$ cat config.mk
export PLATFORM = sky130hd
export DESIGN_NAME = pllsy_core
export DESIGN_NICKNAME = d
export VERILOG_FILES = /design/src/rtl/pllsy_pkg.sv /design/src/rtl/pllsy_core.sv /design/src/rtl/pllsy_pin_sync.sv
export SDC_FILE = /design/constraint.sdc
export NUM_CORES = 1
export LEC_CHECK = 0
export BUFFER_PORTS_ARGS = -buffer_cell sky130_fd_sc_hd__clkbuf_2
export CAP_MARGIN = 15
export CORE_MARGIN = 1
export CORE_UTILIZATION = 53
export CTS_BUF_LIST = sky130_fd_sc_hd__clkbuf_8
export DETAILED_ROUTE_END_ITERATION = 12
export GPL_TIMING_DRIVEN = 0
export PLACE_DENSITY = 0.79
export SYNTH_ARGS = -nofsm -noshare
export SYNTH_HDL_FRONTEND = slang
export SYNTH_HIERARCHICAL = 1
export SYNTH_SLANG_ARGS = --single-unit
export TNS_END_PERCENT = 30
$ cat constraint.sdc
create_clock -name ref_clk_in -period 2.83 [get_ports ref_clk_in]
set_clock_uncertainty 0.15 [all_clocks]
set_input_delay 0.7075 -clock ref_clk_in [delete_from_list [all_inputs] [get_ports ref_clk_in]]
set_output_delay 0.7075 -clock ref_clk_in [all_outputs]
set_load 0.01 [all_outputs]
$ cat src/rtl/pllsy_pkg.sv
// Shared constants for the parallel-programmed synthesizer core
package pllsy_pkg;

  // Clock rate and timing
  localparam int unsigned CLK_PERIOD_NS = 20;
  localparam int unsigned MIN_PULSE_NS  = 40;
  localparam int unsigned MIN_PULSE_CYC = (MIN_PULSE_NS + CLK_PERIOD_NS - 1) / CLK_PERIOD_NS;
  localparam logic [1:0]  MIN_PULSE_LAST = 2'(MIN_PULSE_CYC - 1);

  // Field widths
  localparam int unsigned REF_SEL_W = 3;
  localparam int unsigned NVAL_W    = 14;
  localparam int unsigned NCNT_W    = 15;
  localparam int unsigned RCNT_W    = 14;
  localparam int unsigned PIN_W     = REF_SEL_W + NVAL_W + 1;

  // Reference divide ratios per select code
  localparam logic [RCNT_W-1:0] REF_DIV_0 = 14'h0008;
  localparam logic [RCNT_W-1:0] REF_DIV_1 = 14'h0080;
  localparam logic [RCNT_W-1:0] REF_DIV_2 = 14'h0100;
  localparam logic [RCNT_W-1:0] REF_DIV_3 = 14'h0200;
  localparam logic [RCNT_W-1:0] REF_DIV_4 = 14'h0400;
  localparam logic [RCNT_W-1:0] REF_DIV_5 = 14'h0800;
  localparam logic [RCNT_W-1:0] REF_DIV_6 = 14'h096A;
  localparam logic [RCNT_W-1:0] REF_DIV_7 = 14'h2000;

  // Transmit/receive offset
  localparam logic [NCNT_W-1:0] TR_OFFSET = 15'h0358;

  // Register map (byte addresses)
  localparam int unsigned       ADDR_W      = 12;
  localparam logic [ADDR_W-1:0] OFS_CONFIG  = 12'h000;
  localparam logic [ADDR_W-1:0] OFS_NVALUE  = 12'h004;
  localparam logic [ADDR_W-1:0] OFS_STATUS  = 12'h008;
  localparam logic [ADDR_W-1:0] OFS_NCOUNT  = 12'h00C;

  // Config register fields
  localparam int unsigned CFG_OVR_BIT  = 0;
  localparam int unsigned CFG_SEL_LSB  = 1;
  localparam int unsigned CFG_TR_BIT   = 4;

  // Reset values
  localparam logic [4:0]        CFG_RESET  = 5'h1E;
  localparam logic [NVAL_W-1:0] NVAL_RESET = 14'h3FFF;
  localparam logic [NCNT_W-1:0] NCNT_RESET = 15'h0000;
  localparam logic [RCNT_W-1:0] RCNT_RESET = 14'h0000;
  localparam logic [31:0]       WORD_ZERO  = 32'h0000_0000;

endpackage : pllsy_pkg

$ cat src/rtl/pllsy_core.sv
// Synthesizer core: dividers, phase detector, lock flag, AHB-Lite registers
//
// The AHB-Lite interface to the registers and the register offsets were decided locally.
`timescale 1ns/100ps
module pllsy_core (
  input  wire logic                          ref_clk_in,
  input  wire logic                          rst_b_in,
  // Static programming pins: one means switch closed to ground
  input  wire logic [pllsy_pkg::REF_SEL_W-1:0] ref_divide_select_pulldown_in,
  input  wire logic [pllsy_pkg::NVAL_W-1:0]    feedback_divide_value_pulldown_in,
  input  wire logic                          tr_select_pulldown_in,
  // Analog-side clocks
  input  wire logic                          vco_feedback_in,
  input  wire logic                          ref_osc_input_in,
  output logic                               ref_osc_output_out,
  // Detector and lock outputs
  output logic                               single_ended_phase_error_out,
  output logic                               single_ended_phase_error_oe_out,
  output logic                               phase_ref_side_b_out,
  output logic                               phase_vco_side_b_out,
  output logic                               divided_vco_signal_out,
  output logic                               divided_reference_signal_out,
  output logic                               lock_indicator_out,
  // AHB-Lite slave
  input  wire logic                          hsel_in,
  input  wire logic [31:0]                   haddr_in,
  input  wire logic [1:0]                    htrans_in,
  input  wire logic                          hwrite_in,
  input  wire logic [2:0]                    hsize_in,
  input  wire logic [31:0]                   hwdata_in,
  input  wire logic                          hready_in,
  output logic [31:0]                        hrdata_out,
  output logic                               hreadyout_out,
  output logic                               hresp_out
);
  import pllsy_pkg::*;

  logic [PIN_W-1:0]     pin_level;
  logic                 vco_rise;
  logic                 ref_rise;
  logic                 ref_level;
  logic [REF_SEL_W-1:0] pin_ref_sel;
  logic [NVAL_W-1:0]    pin_nval;
  logic                 pin_tr;
  logic [REF_SEL_W-1:0] ref_sel;
  logic [NVAL_W-1:0]    n_val;
  logic                 tr_sel;
  logic [RCNT_W-1:0]    ref_ratio;
  logic [NCNT_W-1:0]    n_total;
  logic                 n_reload;
  logic                 r_reload;
  logic                 both;
  logic                 clr_both;
  logic                 nxt_up;
  logic                 nxt_dn;
  logic                 bus_take;
  logic [31:0]          rd_mux;
  logic [ADDR_W-1:0]    take_addr;

  logic [4:0]           cfg_ff;
  logic [NVAL_W-1:0]    nval_ff;
  logic [NCNT_W-1:0]    n_cnt_ff;
  logic [RCNT_W-1:0]    r_cnt_ff;
  logic                 dvco_ff;
  logic                 dref_ff;
  logic                 up_ff;
  logic                 dn_ff;
  logic [1:0]           both_cnt_ff;
  logic                 pd_out_ff;
  logic                 pd_oe_ff;
  logic                 phr_b_ff;
  logic                 phv_b_ff;
  logic                 lock_ff;
  logic                 wr_pend_ff;
  logic [ADDR_W-1:0]    wr_addr_ff;
  logic [31:0]          rdata_ff;

  // Static pins are slow switches, but still cross into this clock
  pllsy_pin_sync #(.WIDTH(PIN_W)) u_pin_sync (
    .ref_clk_in (ref_clk_in),
    .rst_b_in   (rst_b_in),
    .pin_in     ({ref_divide_select_pulldown_in, feedback_divide_value_pulldown_in,
                  tr_select_pulldown_in}),
    .level_out  (pin_level),
    .rise_out   ()
  );

  // VCO feedback edges; input rate must stay well under a quarter of the clock
  pllsy_pin_sync #(.WIDTH(1)) u_vco_sync (
    .ref_clk_in (ref_clk_in),
    .rst_b_in   (rst_b_in),
    .pin_in     (vco_feedback_in),
    .level_out  (),
    .rise_out   (vco_rise)
  );

  // Reference edges, crystal or external source on the same pin
  pllsy_pin_sync #(.WIDTH(1)) u_ref_sync (
    .ref_clk_in (ref_clk_in),
    .rst_b_in   (rst_b_in),
    .pin_in     (ref_osc_input_in),
    .level_out  (ref_level),
    .rise_out   (ref_rise)
  );

  // Oscillator inverter; left open when an external reference is used
  assign ref_osc_output_out = ~ref_level;

  // Pull-ups: an open pin shows zero pulldown, so the bit reads one
  assign pin_ref_sel = ~pin_level[PIN_W-1 -: REF_SEL_W];
  assign pin_nval    = ~pin_level[NVAL_W:1];
  assign pin_tr      = ~pin_level[0];

  // Software override takes the place of the pins when enabled
  assign ref_sel = cfg_ff[CFG_OVR_BIT] ? cfg_ff[CFG_SEL_LSB +: REF_SEL_W] : pin_ref_sel;
  assign n_val   = cfg_ff[CFG_OVR_BIT] ? nval_ff : pin_nval;
  assign tr_sel  = cfg_ff[CFG_OVR_BIT] ? cfg_ff[CFG_TR_BIT] : pin_tr;

  // Reference ratio lookup
  assign ref_ratio = (ref_sel == 3'h0) ? REF_DIV_0 :
                     (ref_sel == 3'h1) ? REF_DIV_1 :
                     (ref_sel == 3'h2) ? REF_DIV_2 :
                     (ref_sel == 3'h3) ? REF_DIV_3 :
                     (ref_sel == 3'h4) ? REF_DIV_4 :
                     (ref_sel == 3'h5) ? REF_DIV_5 :
                     (ref_sel == 3'h6) ? REF_DIV_6 : REF_DIV_7;

  // Offset adder; 15 bits so N plus offset never wraps
  assign n_total = {1'b0, n_val} + (tr_sel ? NCNT_RESET : TR_OFFSET);

  // Reload on the edge that would take the count to zero
  assign n_reload = vco_rise && (n_cnt_ff <= 15'h0001);
  assign r_reload = ref_rise && (r_cnt_ff <= 14'h0001);

  // Divide-by-N counter, advanced only by feedback edges
  always_ff @(posedge ref_clk_in or negedge rst_b_in) begin
    if (!rst_b_in) begin
      n_cnt_ff <= NCNT_RESET;
      dvco_ff  <= 1'b0;
    end else begin
      if (n_reload) begin
        n_cnt_ff <= n_total;
      end else if (vco_rise) begin
        n_cnt_ff <= n_cnt_ff - 15'h0001;
      end
      dvco_ff <= n_reload;
    end
  end

  // Reference divider
  always_ff @(posedge ref_clk_in or negedge rst_b_in) begin
    if (!rst_b_in) begin
      r_cnt_ff <= RCNT_RESET;
      dref_ff  <= 1'b0;
    end else begin
      if (r_reload) begin
        r_cnt_ff <= ref_ratio;
      end else if (ref_rise) begin
        r_cnt_ff <= r_cnt_ff - 14'h0001;
      end
      dref_ff <= r_reload;
    end
  end

  assign divided_vco_signal_out       = dvco_ff;
  assign divided_reference_signal_out = dref_ff;

  // Phase detector state; a new edge wins over the clear of both flags
  assign both     = up_ff & dn_ff;
  assign clr_both = both && (both_cnt_ff == MIN_PULSE_LAST);
  assign nxt_up   = r_reload | (up_ff & ~clr_both);
  assign nxt_dn   = n_reload | (dn_ff & ~clr_both);

  // Detector flags and minimum-width counter
  always_ff @(posedge ref_clk_in or negedge rst_b_in) begin
    if (!rst_b_in) begin
      up_ff       <= 1'b0;
      dn_ff       <= 1'b0;
      both_cnt_ff <= 2'h0;
    end else begin
      up_ff       <= nxt_up;
      dn_ff       <= nxt_dn;
      both_cnt_ff <= (both && !clr_both) ? both_cnt_ff + 2'h1 : 2'h0;
    end
  end

  // Registered outputs; up means reference first, so VCO lags
  always_ff @(posedge ref_clk_in or negedge rst_b_in) begin
    if (!rst_b_in) begin
      pd_out_ff <= 1'b0;
      pd_oe_ff  <= 1'b0;
      phr_b_ff  <= 1'b1;
      phv_b_ff  <= 1'b1;
      lock_ff   <= 1'b1;
    end else begin
      pd_out_ff <= up_ff & ~dn_ff;
      pd_oe_ff  <= up_ff ^ dn_ff;
      phr_b_ff  <= ~up_ff;
      phv_b_ff  <= ~dn_ff;
      lock_ff   <= ~(up_ff ^ dn_ff);
    end
  end

  assign single_ended_phase_error_out    = pd_out_ff;
  assign single_ended_phase_error_oe_out = pd_oe_ff;
  assign phase_ref_side_b_out            = phr_b_ff;
  assign phase_vco_side_b_out            = phv_b_ff;
  assign lock_indicator_out              = lock_ff;

  // AHB-Lite decode; zero wait states, whole words only
  assign bus_take  = hsel_in && hready_in && htrans_in[1];
  assign take_addr = haddr_in[ADDR_W-1:0];
  assign rd_mux    = (take_addr == OFS_CONFIG) ? {27'h000_0000, cfg_ff} :
                     (take_addr == OFS_NVALUE) ? {18'h0_0000, nval_ff} :
                     (take_addr == OFS_STATUS) ? {29'h0000_0000, dn_ff, up_ff, lock_ff} :
                     (take_addr == OFS_NCOUNT) ? {17'h0_0000, n_cnt_ff} : WORD_ZERO;
  assign hrdata_out    = rdata_ff;
  assign hreadyout_out = 1'b1;
  assign hresp_out     = 1'b0;

  // Address phase capture and read data
  always_ff @(posedge ref_clk_in or negedge rst_b_in) begin
    if (!rst_b_in) begin
      wr_pend_ff <= 1'b0;
      wr_addr_ff <= '0;
      rdata_ff   <= WORD_ZERO;
    end else begin
      wr_pend_ff <= bus_take && hwrite_in;
      wr_addr_ff <= take_addr;
      if (bus_take && !hwrite_in) begin
        rdata_ff <= rd_mux;
      end
    end
  end

  // Data phase writes; unmapped writes are dropped
  always_ff @(posedge ref_clk_in or negedge rst_b_in) begin
    if (!rst_b_in) begin
      cfg_ff  <= CFG_RESET;
      nval_ff <= NVAL_RESET;
    end else if (wr_pend_ff) begin
      if (wr_addr_ff == OFS_CONFIG) begin
        cfg_ff <= hwdata_in[4:0];
      end
      if (wr_addr_ff == OFS_NVALUE) begin
        nval_ff <= hwdata_in[NVAL_W-1:0];
      end
    end
  end
endmodule : pllsy_core

$ cat src/rtl/pllsy_pin_sync.sv
// Three-stage pin synchroniser with agreement filter and rise strobe
`timescale 1ns/100ps
module pllsy_pin_sync #(
  parameter int unsigned WIDTH = 1
) (
  input  wire logic             ref_clk_in,
  input  wire logic             rst_b_in,
  input  wire logic [WIDTH-1:0] pin_in,
  output logic      [WIDTH-1:0] level_out,
  output logic      [WIDTH-1:0] rise_out
);
  import pllsy_pkg::*;

  logic [WIDTH-1:0] s1_ff;
  logic [WIDTH-1:0] s2_ff;
  logic [WIDTH-1:0] s3_ff;
  logic [WIDTH-1:0] agreed_ff;
  logic [WIDTH-1:0] rise_ff;
  logic [WIDTH-1:0] nxt_agreed;

  // New level only once stages two and three agree; stage one stays private
  assign nxt_agreed = (s2_ff & s3_ff) | (agreed_ff & (s2_ff | s3_ff));
  assign level_out  = agreed_ff;
  assign rise_out   = rise_ff;

  // Shift chain and filtered level
  always_ff @(posedge ref_clk_in or negedge rst_b_in) begin
    if (!rst_b_in) begin
      s1_ff     <= '0;
      s2_ff     <= '0;
      s3_ff     <= '0;
      agreed_ff <= '0;
      rise_ff   <= '0;
    end else begin
      s1_ff     <= pin_in;
      s2_ff     <= s1_ff;
      s3_ff     <= s2_ff;
      agreed_ff <= nxt_agreed;
      rise_ff   <= nxt_agreed & ~agreed_ff;
    end
  end

endmodule : pllsy_pin_sync

=== Word level (Yosys, flattened, before mapping) ===
Index checks and enable logic that the tools add are counted.

* Flip-flop bits (word level): 186
* Bits of input ports: 94
* Output and inout port bits: 42
* Logic and storage cells: 115

* $add $sub $neg: 4
* Magnitude comparators: 2
* Eq/ne operators: 11
* Multiplexer cells: 20
* Bitwise logic cells: 30
* Reduce and logical (&&, ||, !) cells: 17

{| class="wikitable"
|+ Operator list
! cell !! count
|-
| $mux W14 || 10
|-
| $mux W15 || 6
|-
| $and A18 B18 Y18 || 2
|-
| $or A18 B18 Y18 || 2
|-
| $eq A12 B3 Y1 const B || 2
|-
| $eq A12 B4 Y1 const B || 2
|-
| $logic_not A12 Y1 || 2
|-
| $add A14 B10 Y15 || 1
|-
| $le A15 B1 Y1 const B || 1
|-
| $sub A15 B1 Y15 const B || 1
|-
| $le A14 B1 Y1 const B || 1
|-
| $not A14 Y14 || 1
|-
| $sub A14 B1 Y14 const B || 1
|-
| $and A1 B1 Y1 || 10
|-
| $mux W10 || 1
|-
| $eq A3 B3 Y1 const B || 3
|-
| $logic_and A1 B1 Y1 || 8
|-
| $not A1 Y1 || 7
|-
| $eq A3 B2 Y1 const B || 2
|-
| $or A1 B1 Y1 || 6
|-
| $reduce_and A2 Y1 || 2
|-
| $reduce_bool A2 Y1 || 2
|-
| $eq A3 B1 Y1 const B || 1
|-
| $logic_not A3 Y1 || 1
|-
| other kinds (8) || 9
|}

=== Logic depth before layout (Yosys ltp) ===
Gate-level depths: netlist (run 1).

* Depth after elaboration: 11
* Depth in mapped cells: 13
* Gate-level depth less buffers: 11

=== Cells and area by module ===
The synthesis (run 1) kept the hierarchy.

{| class="wikitable"
|+ Modules (own cells, without submodules)
! module !! times used !! cells an instance !! area an instance (um^2) !! sequential area each (um^2)
|-
| pllsy_core || 1 || 503 || 4874.7 || 2203.4
|-
| pllsy_pin_sync at u_pin_sync || 1 || 126 || 2635.0 || 2252.2
|-
| pllsy_pin_sync at u_ref_sync ... || 2 || 7 || 146.4 || 125.1
|}

=== Least setup slack after synthesis (run 1) ===
OpenSTA, ideal clock, no wires.

* Kind: register -> register
* From: register cfg_ff[0]
* To: register n_cnt_ff[13]
* Library setup time: 0.082 ns
* Arrival time: 2.573 ns
* Required time: 2.598 ns
* Path slack: 0.025 ns
* Stages on the path, launching flop included: 13
* Path buffers: 2
* Clock period less this slack: 2.805 ns
* Cell sequence: dfrtp_1 -> inv_2 -> buf_1 -> clkbuf_1 -> o21ai_0 -> xnor2_1 -> ha_1 -> inv_1 -> o211a_1 -> nor3b_1 -> and4_1 -> or3_1 -> a31oi_1

* Longest elaborated chain between the ends: 4
* Elaborated cells on any way between the ends: 5
* Those cells by class: 1 x add/sub; 4 x mux

{| class="wikitable"
|+ Ends and longest elaborated chain
! what !! RTL line !! text
|-
| from (decl) || pllsy_core.sv:60 || <nowiki>logic [4:0] cfg_ff;</nowiki>
|-
| from (signal assigned) || pllsy_core.sv:243 || <nowiki>cfg_ff <= hwdata_in[4:0];</nowiki>
|-
| $mux W1 || pllsy_core.sv:117 || <nowiki>assign tr_sel = cfg_ff[CFG_OVR_BIT] ? cfg_ff[CFG_TR_BIT] : pin_tr;</nowiki>
|-
| $mux W10 || pllsy_core.sv:129 || <nowiki>assign n_total = {1'b0, n_val} + (tr_sel ? NCNT_RESET : TR_OFFSET);</nowiki>
|-
| $add A14 B10 Y15 * || pllsy_core.sv:129 ||
|-
| $mux W15 * || pllsy_core.sv:141 || <nowiki>if (n_reload) begin</nowiki>
|-
| to (signal assigned) || pllsy_core.sv:142 || <nowiki>n_cnt_ff <= n_total;</nowiki>
|-
| to (signal assigned) || pllsy_core.sv:144 || <nowiki>n_cnt_ff <= n_cnt_ff - 15'h0001;</nowiki>
|-
| to (decl) || pllsy_core.sv:62 || <nowiki>logic [NCNT_W-1:0] n_cnt_ff;</nowiki>
|}

Every way passes the cells marked *; elsewhere a longest branch is shown, timed or not.
A chain may end at the register's enable or synchronous reset.

=== Worst setup path in the final report (run 1) ===
* From: register n_cnt_ff[8]
* To: register n_cnt_ff[3]

* Longest elaborated chain between the ends: 3
* Elaborated cells on any way between the ends: 4
* Those cells by class: 1 x order compare; 1 x mux; 2 x reduce/logical

{| class="wikitable"
|+ Ends and longest elaborated chain
! what !! RTL line !! text
|-
| $le A15 B1 Y1 * || pllsy_core.sv:132 || <nowiki>assign n_reload = vco_rise && (n_cnt_ff <= 15'h0001);</nowiki>
|-
| $logic_and A1 B1 Y1 * || pllsy_core.sv:132 ||
|-
| $mux W15 / $reduce_bool A2 Y1 (equally long branches) || n/a ||
|}

Marked as above.

==> reports/results.ini, run 1 <==
[status]
status=complete, no violations

[sta]
post-route-period-util_pct=94.9
finalSetupViolCount=0
timing.final.hold_violations=0
slew_violations=0
rsz0062_at_grt=false
fmax_ghz=0.372
fin_crit_ns=2.69
maxSlewHeadroom_pct=31.1
fin_hold_ws_ns=0.119
tightest_slew_ns=1.03

[worst_setup_path]
reg2reg_depth=6
cp-end-kind=flip-flop
r2r_end=n_cnt_ff[3]
critPathKind=reg -> reg
crit_fanout=7
r2r_slack_ns=0.14
arrival_ns=2.85
reg2reg_from=n_cnt_ff[8]
critical_path_required_ns=2.99
cp-startpoint=n_cnt_ff[8]
worstSetupStartpointType=flip-flop
endpoint=n_cnt_ff[3]

[synthesis]
syn_inst=607
synth-warning-count=6
syn_area_mm2=0.00717
syn_avg_cell_area_um2=11.8

[floorplanning]
initial_core_util_pct=54.2
die_area_mm2=0.0140
die_w_um=118
io_pins=136
core_mm2=0.0132
die_h_um=118
rows=42

[detailed_routing]
first_pass_iters=5
wire_per_inst_um=15.6
drtIter0Drc=346
wl_mm=14.1
viasPerCell=5.39
ant_nets=0
num_vias=4874
drc=0

[finish]
multi_input_area_mm2=0.00265
nFillCells=1057
area_growth_pct=14.9
final_core_util_pct=62.2
regArea_mm2=0.00426
diodes=0
finish.instance_area_mm2=0.00824
nNetsFinal=819
drive_above_1_share_pct=29.6

[placement]
post_dp_cell_area_mm2=0.00786
port_buffers=74
place_congestion=0.911
dpl.hpwl_mm=10.6

[clock_network]
cts.sinks=169
h-tree-depth=4
cts_root_buf=clkbuf_8
clk_pin_slew_ns=0.09
postCtsSetupBuffers=0
clk_path_buf_depth=2
cts_buffers=17
cts_tree=done
clock_latency_ns=0.44
postCtsHoldBufs=0

[global_routing]
grt_pass1_wl_mm=23.7
grt_pass1_vias=4752
track_usage_pct=21.8
grt_max_degree=94
grt_overflow=0
antenna_found_initial=0

[power]
ir_drop_v=0.000341
power_leakage_nw=3.68
powerDensity_mw_per_mm2=656
p_total_mw=5.41

[worst_hold_path]
min-delay-path-class=in -> async

[run]
maxCapViolations=0

worst max-delay path, stage by stage, from the launching register on:
cell and delay [ns]:
dfrtp_1 0.43, or4_4 0.57, or4b_4 0.53, nor3b_4 0.37
inv_1 0.20, a211oi_1 0.23, a311oi_1 0.08
worst min path at each step:
stage | to | depth (start not counted)
floorplan | u_pin_sync/s2_ff[0] | 0
global placement | u_pin_sync/s2_ff[10] | 0
detailed placement | u_pin_sync/s2_ff[12] | 0
CTS | u_pin_sync/s3_ff[14] | 1
global route | u_vco_sync/s3_ff | 1
finish | u_pin_sync/s3_ff[14] | 1
placed cells by master, fill, tap and decap left out, types with 10 or more instances in the layout:
master and count:
a21oi_1 27, inv_1 20, nand2_1 52, dfrtp_1 148
dfstp_2 21, a22oi_1 14, clkbuf_2 73, mux2_2 23
nand3_1 12, clkbuf_1 11, nor3_1 13, xnor2_1 10
conb_1 19, clkbuf_8 19, o21ai_0 47, nor2_1 29
buf_4 20, maj3_2 20
per-layer routing:
metal / GRT usage [%] / vias to the layer above / share of wire (%)
li1: - / 2338 / -
met1: 31.0 / 2364 / 47
met2: 32.5 / 153 / 46
met3: 4.73 / 19 / 6.0
met4: 9.05 / 0 / 1.6
met5: 0 / - / 0
power by group:
group	total (mW)	internal, mW	leakage [nW]	switching, mW
registers	3.01	2.72	2.02	0.296
logic	0.832	0.384	1.47	0.448
clock network	1.56	0.721	0.187	0.841
total	5.41	3.82	3.68	1.58
area by class of cell:
cell class,instances,share of cell area [%]
Inverter,21,1.02
Sequential cell,169,51.6
Clock buffer,18,3.01
Timing Repair Buffer,75,4.93
Tap cell,176,2.67
Clock inverter,14,1.50
Buffer,39,3.08
Multi-Input combinational cell,393,32.1
per-stage QoR:
| step | setup WS, ns | std cells | setup TNS (ns) |
|---|---|---|---|
| 2_1_floorplan | 0.0247 | 624 | 0 |
| 3_3_place_gp | -1.82 | 874 | -287.77 |
| 3_5_place_dp | -0.511 | 875 | -3.16 |
| 4_1_cts | 0.0720 | 905 | 0 |
| 5_1_grt | 0.0356 | 905 | 0 |
| 6_report | 0.144 | 905 | 0 |
state kept, by name (all words and copies together) (netlist names), 2 cells and up:
register              flops
nval_ff                  14
u_pin_sync/s2_ff         18
r_cnt_ff                 14
u_pin_sync/level_out     18
u_pin_sync/s1_ff         18
n_cnt_ff                 15
cfg_ff                    5
wr_addr_ff               12
both_cnt_ff               2
u_pin_sync/s3_ff         18
hrdata_out               15
repair_timing:
item,in CTS,in global routing
setup endpoints to repair,8,5
resized for setup,2,3
pin swaps,0,0
Power figures use the tool's default switching activity.
==> run 2, diff against run 1 <==
- CORE_UTILIZATION: 53 -> 50
- PLACE_DENSITY: 0.79 -> 0.75
==> reports/results.ini, run 2 (same netlist as run 1, synthesis figures left out) <==
[status]
status=complete, no violations

[detailed_routing]
first_pass_iters=4
viasPerCell=5.39
ant_nets=0
drc=0
drtIter0Drc=297
wl_mm=14.3
num_vias=4898
wire_per_inst_um=15.7

[worst_setup_path]
slowest_stage=or4_1
critPathKind=reg -> reg
worstSetupStartpointType=flip-flop
cp-end-kind=flip-flop
arrival_ns=2.85
crit_path_cell_trace=or3_4, nand4bb_4, or4_1, buf_4, inv_6, buf_8, o21ai_0, nand2_1, a21oi_1
crit_fanout=10
critical_path_required_ns=3.00
max_stage_delay_ns=0.51

[clock_network]
cts_tree=done
postCtsHoldBufs=0
clk_path_buf_depth=2
h-tree-depth=4
cts_buffers=17
clock_latency_ns=0.46
cts_root_buf=clkbuf_8
cts.sinks=169
postCtsSetupBuffers=0
cts_resized=0
clk_pin_slew_ns=0.09

[floorplanning]
initial_core_util_pct=51.5
die_w_um=122
core_mm2=0.0139
die_h_um=122
io_pins=136
die_area_mm2=0.0148
rows=43

[placement]
dpl.hpwl_mm=10.4
dp_cells=879
place_congestion=0.901
port_buffers=74

[finish]
diodes=0
mostFrequentLayoutCells=dfrtp_1 (148), clkbuf_2 (73), nand2_1 (52), o21ai_0 (46), nor2_1 (29)
nNetsFinal=818
fin_cells=908
area_growth_pct=16.5
layout_commonest_cell=dfrtp_1
final_core_util_pct=59.9
drive_above_1_share_pct=29.7

[sta]
post-route-period-util_pct=94.8
fmax_ghz=0.373
finalSetupViolCount=0
maxSlewHeadroom_pct=28.2
tightest_slew_ns=1.08
fin_crit_ns=2.68
timing.final.hold_violations=0
slew_violations=0
rsz0062_at_grt=false

[global_routing]
grt_pass1_vias=4557
antenna_found_initial=0
grt_max_degree=94
grt_pass1_wl_mm=23.4
track_usage_pct=21.0
grt_overflow=0

[worst_hold_path]
min-delay-path-class=in -> async

[power]
ir_drop_v=0.000564
p_total_mw=5.84
powerDensity_mw_per_mm2=700
power_leakage_nw=3.74

[run]
maxCapViolations=0

-- run 2: changes by cell type in the layout (fill, tap and decap cells not counted), moves of 2 or more --
cell        before  now
clkinv_2         3    0
bufinv_16        1    5
clkinvlp_4       3    0
inv_8            0    2
clkinv_4         3    1
-- run 2: layout make-up --
type | instances | area [µm²]
Clock inverter | 15 | 240
Multi-Input combinational cell | 393 | 2660
Timing Repair Buffer | 75 | 407
Buffer | 38 | 243
Clock buffer | 17 | 234
Tap cell | 180 | 225
Fill cell | 1149 | 5580
Inverter | 21 | 86.3
Sequential cell | 169 | 4260
-- run 2: where the power goes --
part	internal, mW	switching (mW)
logic	0.394	0.445
registers	2.72	0.298
clock network	1.08	0.913
-- run 2: through the flow --
stage / setup slack, ns / TNS, ns / cell area (µm²) / hold slack, ns
after global routing: 0.0449 / 0 / 8350 / 0.114
after global placement: -1.88 / -296.10 / 7830 / 0.182
after floorplan: 0.0247 / 0 / 7240 / 0.181
after CTS: 0.0263 / 0 / 8330 / 0.108
after detailed placement: -0.535 / -3.67 / 7870 / 0.185
final: 0.148 / 0 / 8350 / 0.0887
-- run 2: worst max-delay path: cells and delay by family, from the launching register on --
| kind | cells | cell delay, ns |
|---|---|---|
| and+or+nand+nor | 4 | 1.30 |
| buffers and inverters | 3 | 0.45 |
| AOI/OAI and AO/OA | 2 | 0.21 |
| DFF | 1 | 0.42 |
-- run 2: worst paths after layout --
kind / start / to / slack [ns] / cells past startpoint
max in group asynchronous: rst_b_in / cfg_ff[3] / 1.58 / 2
max reg2reg: r_cnt_ff[2] / r_cnt_ff[7] / 0.15 / 9
min: rst_b_in / u_pin_sync/s3_ff[14] / 0.09 / 1
min in group ref_clk_in: feedback_divide_value_pulldown_in[13] / u_pin_sync/s1_ff[14] / 0.19 / 1
min reg2reg: u_pin_sync/s1_ff[1] / u_pin_sync/s2_ff[1] / 0.20 / 0
max: r_cnt_ff[2] / r_cnt_ff[7] / 0.15 / 9
-- run 2: metal layers --
| layer | share of wire, % | wire length (µm) | GRT usage [%] | vias up |
|---|---|---|---|---|
| met1 | 48 | 6860 | 31.1 | 2392 |
| met5 | 0 | 0 | 0 | - |
| met3 | 6.3 | 903 | 5.38 | 13 |
| met2 | 44 | 6340 | 29.9 | 156 |
| li1 | - | - | - | 2337 |
| met4 | 1.3 | 187 | 7.33 | 0 |
==> run 3, diff against run 2 <==
- PLACE_DENSITY: 0.75 -> 0.72
- SETUP_SLACK_MARGIN: not set -> 0.4
- clock period: 2.83 -> 2.5 ns (I/O delays scaled with it)
==> reports/results.ini, run 3 (same netlist as run 1, synthesis figures left out) <==
[finish]
final_core_util_pct=63.9
drive_above_1_share_pct=39.4
fin_cells=939
nNetsFinal=849
finish.instance_area_mm2=0.00890
diodes=0
area_growth_pct=24.1
layout_commonest_cell=dfrtp_1
mostFrequentLayoutCells=dfrtp_1 (146), clkbuf_2 (74), nand2_1 (50), buf_4 (38), o21ai_0 (30)

[global_routing]
grt_max_degree=94
grt_overflow=0
track_usage_pct=22.4
grt_pass1_wl_mm=25.1
antenna_found_initial=0
grt_pass1_vias=4979

[detailed_routing]
drtIter0Drc=332
wl_mm=15.5
wire_per_inst_um=16.5
viasPerCell=5.39
drc=0
ant_nets=0
num_vias=5060
first_pass_iters=4

[sta]
slew_violations=0
finalSetupViolCount=1
setup_ws_ns=-0.000317
maxSlewHeadroom_pct=47.9
tightest_slew_ns=0.781
post-route-period-util_pct=100
rsz0062_at_grt=true
timing.final.hold_violations=0
fin_crit_ns=2.50
fmax_ghz=0.400
fin_hold_ws_ns=0.0218
fin_tns_setup_ns=-0.000317

[floorplanning]
initial_core_util_pct=51.5
core_mm2=0.0139
io_pins=136
die_h_um=122
die_area_mm2=0.0148
die_w_um=122
rows=43

[clock_network]
postCtsHoldBufs=0
cts_tree=done
cts.sinks=169
clk_pin_slew_ns=0.09
clk_path_buf_depth=2
cts_root_buf=clkbuf_8
clock_latency_ns=0.46
h-tree-depth=4
cts_buffers=17

[power]
powerDensity_mw_per_mm2=742
combPwrFrac_pct=18.1
power_leakage_nw=3.95
seq_power_share_pct=52.1
p_total_mw=6.60
clkPwrFrac_pct=29.8
p_int_mw=4.60
switching_share_pct=30.3
ir_drop_v=0.000448
power_switching_mw=2.00

[worst_setup_path]
path_buf_inv=2
slowest_stage=dfrtp_1
arrival_ns=2.72
cp-end-kind=flip-flop
crit_path_cell_trace=buf_2, nand2b_1, o21ai_0, ha_2, inv_2, o211a_4, nor3b_4, nand4_1, and4b_1, nor3_1
path_delay_family=simple AND/OR/NAND/NOR gates
worstSetupStartpointType=flip-flop
critical_path_required_ns=2.72
critPathKind=reg -> reg
cp-startpoint=u_pin_sync/level_out[0]
crit_fanout=7
reg2reg_from=u_pin_sync/level_out[0]
max_stage_delay_ns=0.37

[run]
maxCapViolations=0

[status]
status=complete, but fails checks
violations=setup timing

[placement]
dp_cells=879
place_ws_ns=-0.283
dpl.hpwl_mm=10.7
post_dp_cell_area_mm2=0.00790
port_buffers=74
place_congestion=0.832

[worst_hold_path]
min-delay-path-class=in -> async

## run 3: final timing paths
kind                                             to  slack [ns]  depth (start not counted)
max                                    n_cnt_ff[11]     -0.0003                         10
min                        u_pin_sync/level_out[14]        0.02                          1
max reg2reg                            n_cnt_ff[11]     -0.0003                         10
min reg2reg                    u_pin_sync/s2_ff[15]        0.20                          0
max in group asynchronous                nval_ff[4]        1.33                          2
min in group ref_clk_in        u_pin_sync/s1_ff[17]        0.12                          1
## run 3: final cells by class
class                   count  area [µm²]
clock inverters            14         161
fillers                  1111        5030
flip-flops and latches    169        4260
multi-input cells         393        2920
clock buffers              18         248
plain buffers              41         313
repair buffers            103         676
inverters                  21         101
well taps                 180         225
## run 3: power groups by stage
stage          sequential (mW)  clock (mW)  combinational [mW]
3_3_place_gp              3.45           0               0.900
3_5_place_dp              3.47           0               0.940
6_report                  3.44        1.97                1.20
2_1_floorplan             3.38           0               0.656
5_1_grt                   3.48        2.14                1.34
4_1_cts                   3.41        2.02                1.08
## run 3: repair_timing
action                                  CTS  global route
gates resized for setup                  21            77
setup buffers                            20             7
pin swaps                                12            45
cloned                                    1             0
endpoints found under the setup margin   51            56
## run 3: metal layers
metal  share of wire (%)  track usage, %  routed length (µm)
met1                  46            32.0                7080
met2                  47            33.5                7200
met3                 6.3            4.96                 980
met4                 1.2            8.26                 190
met5                   0               0                   0
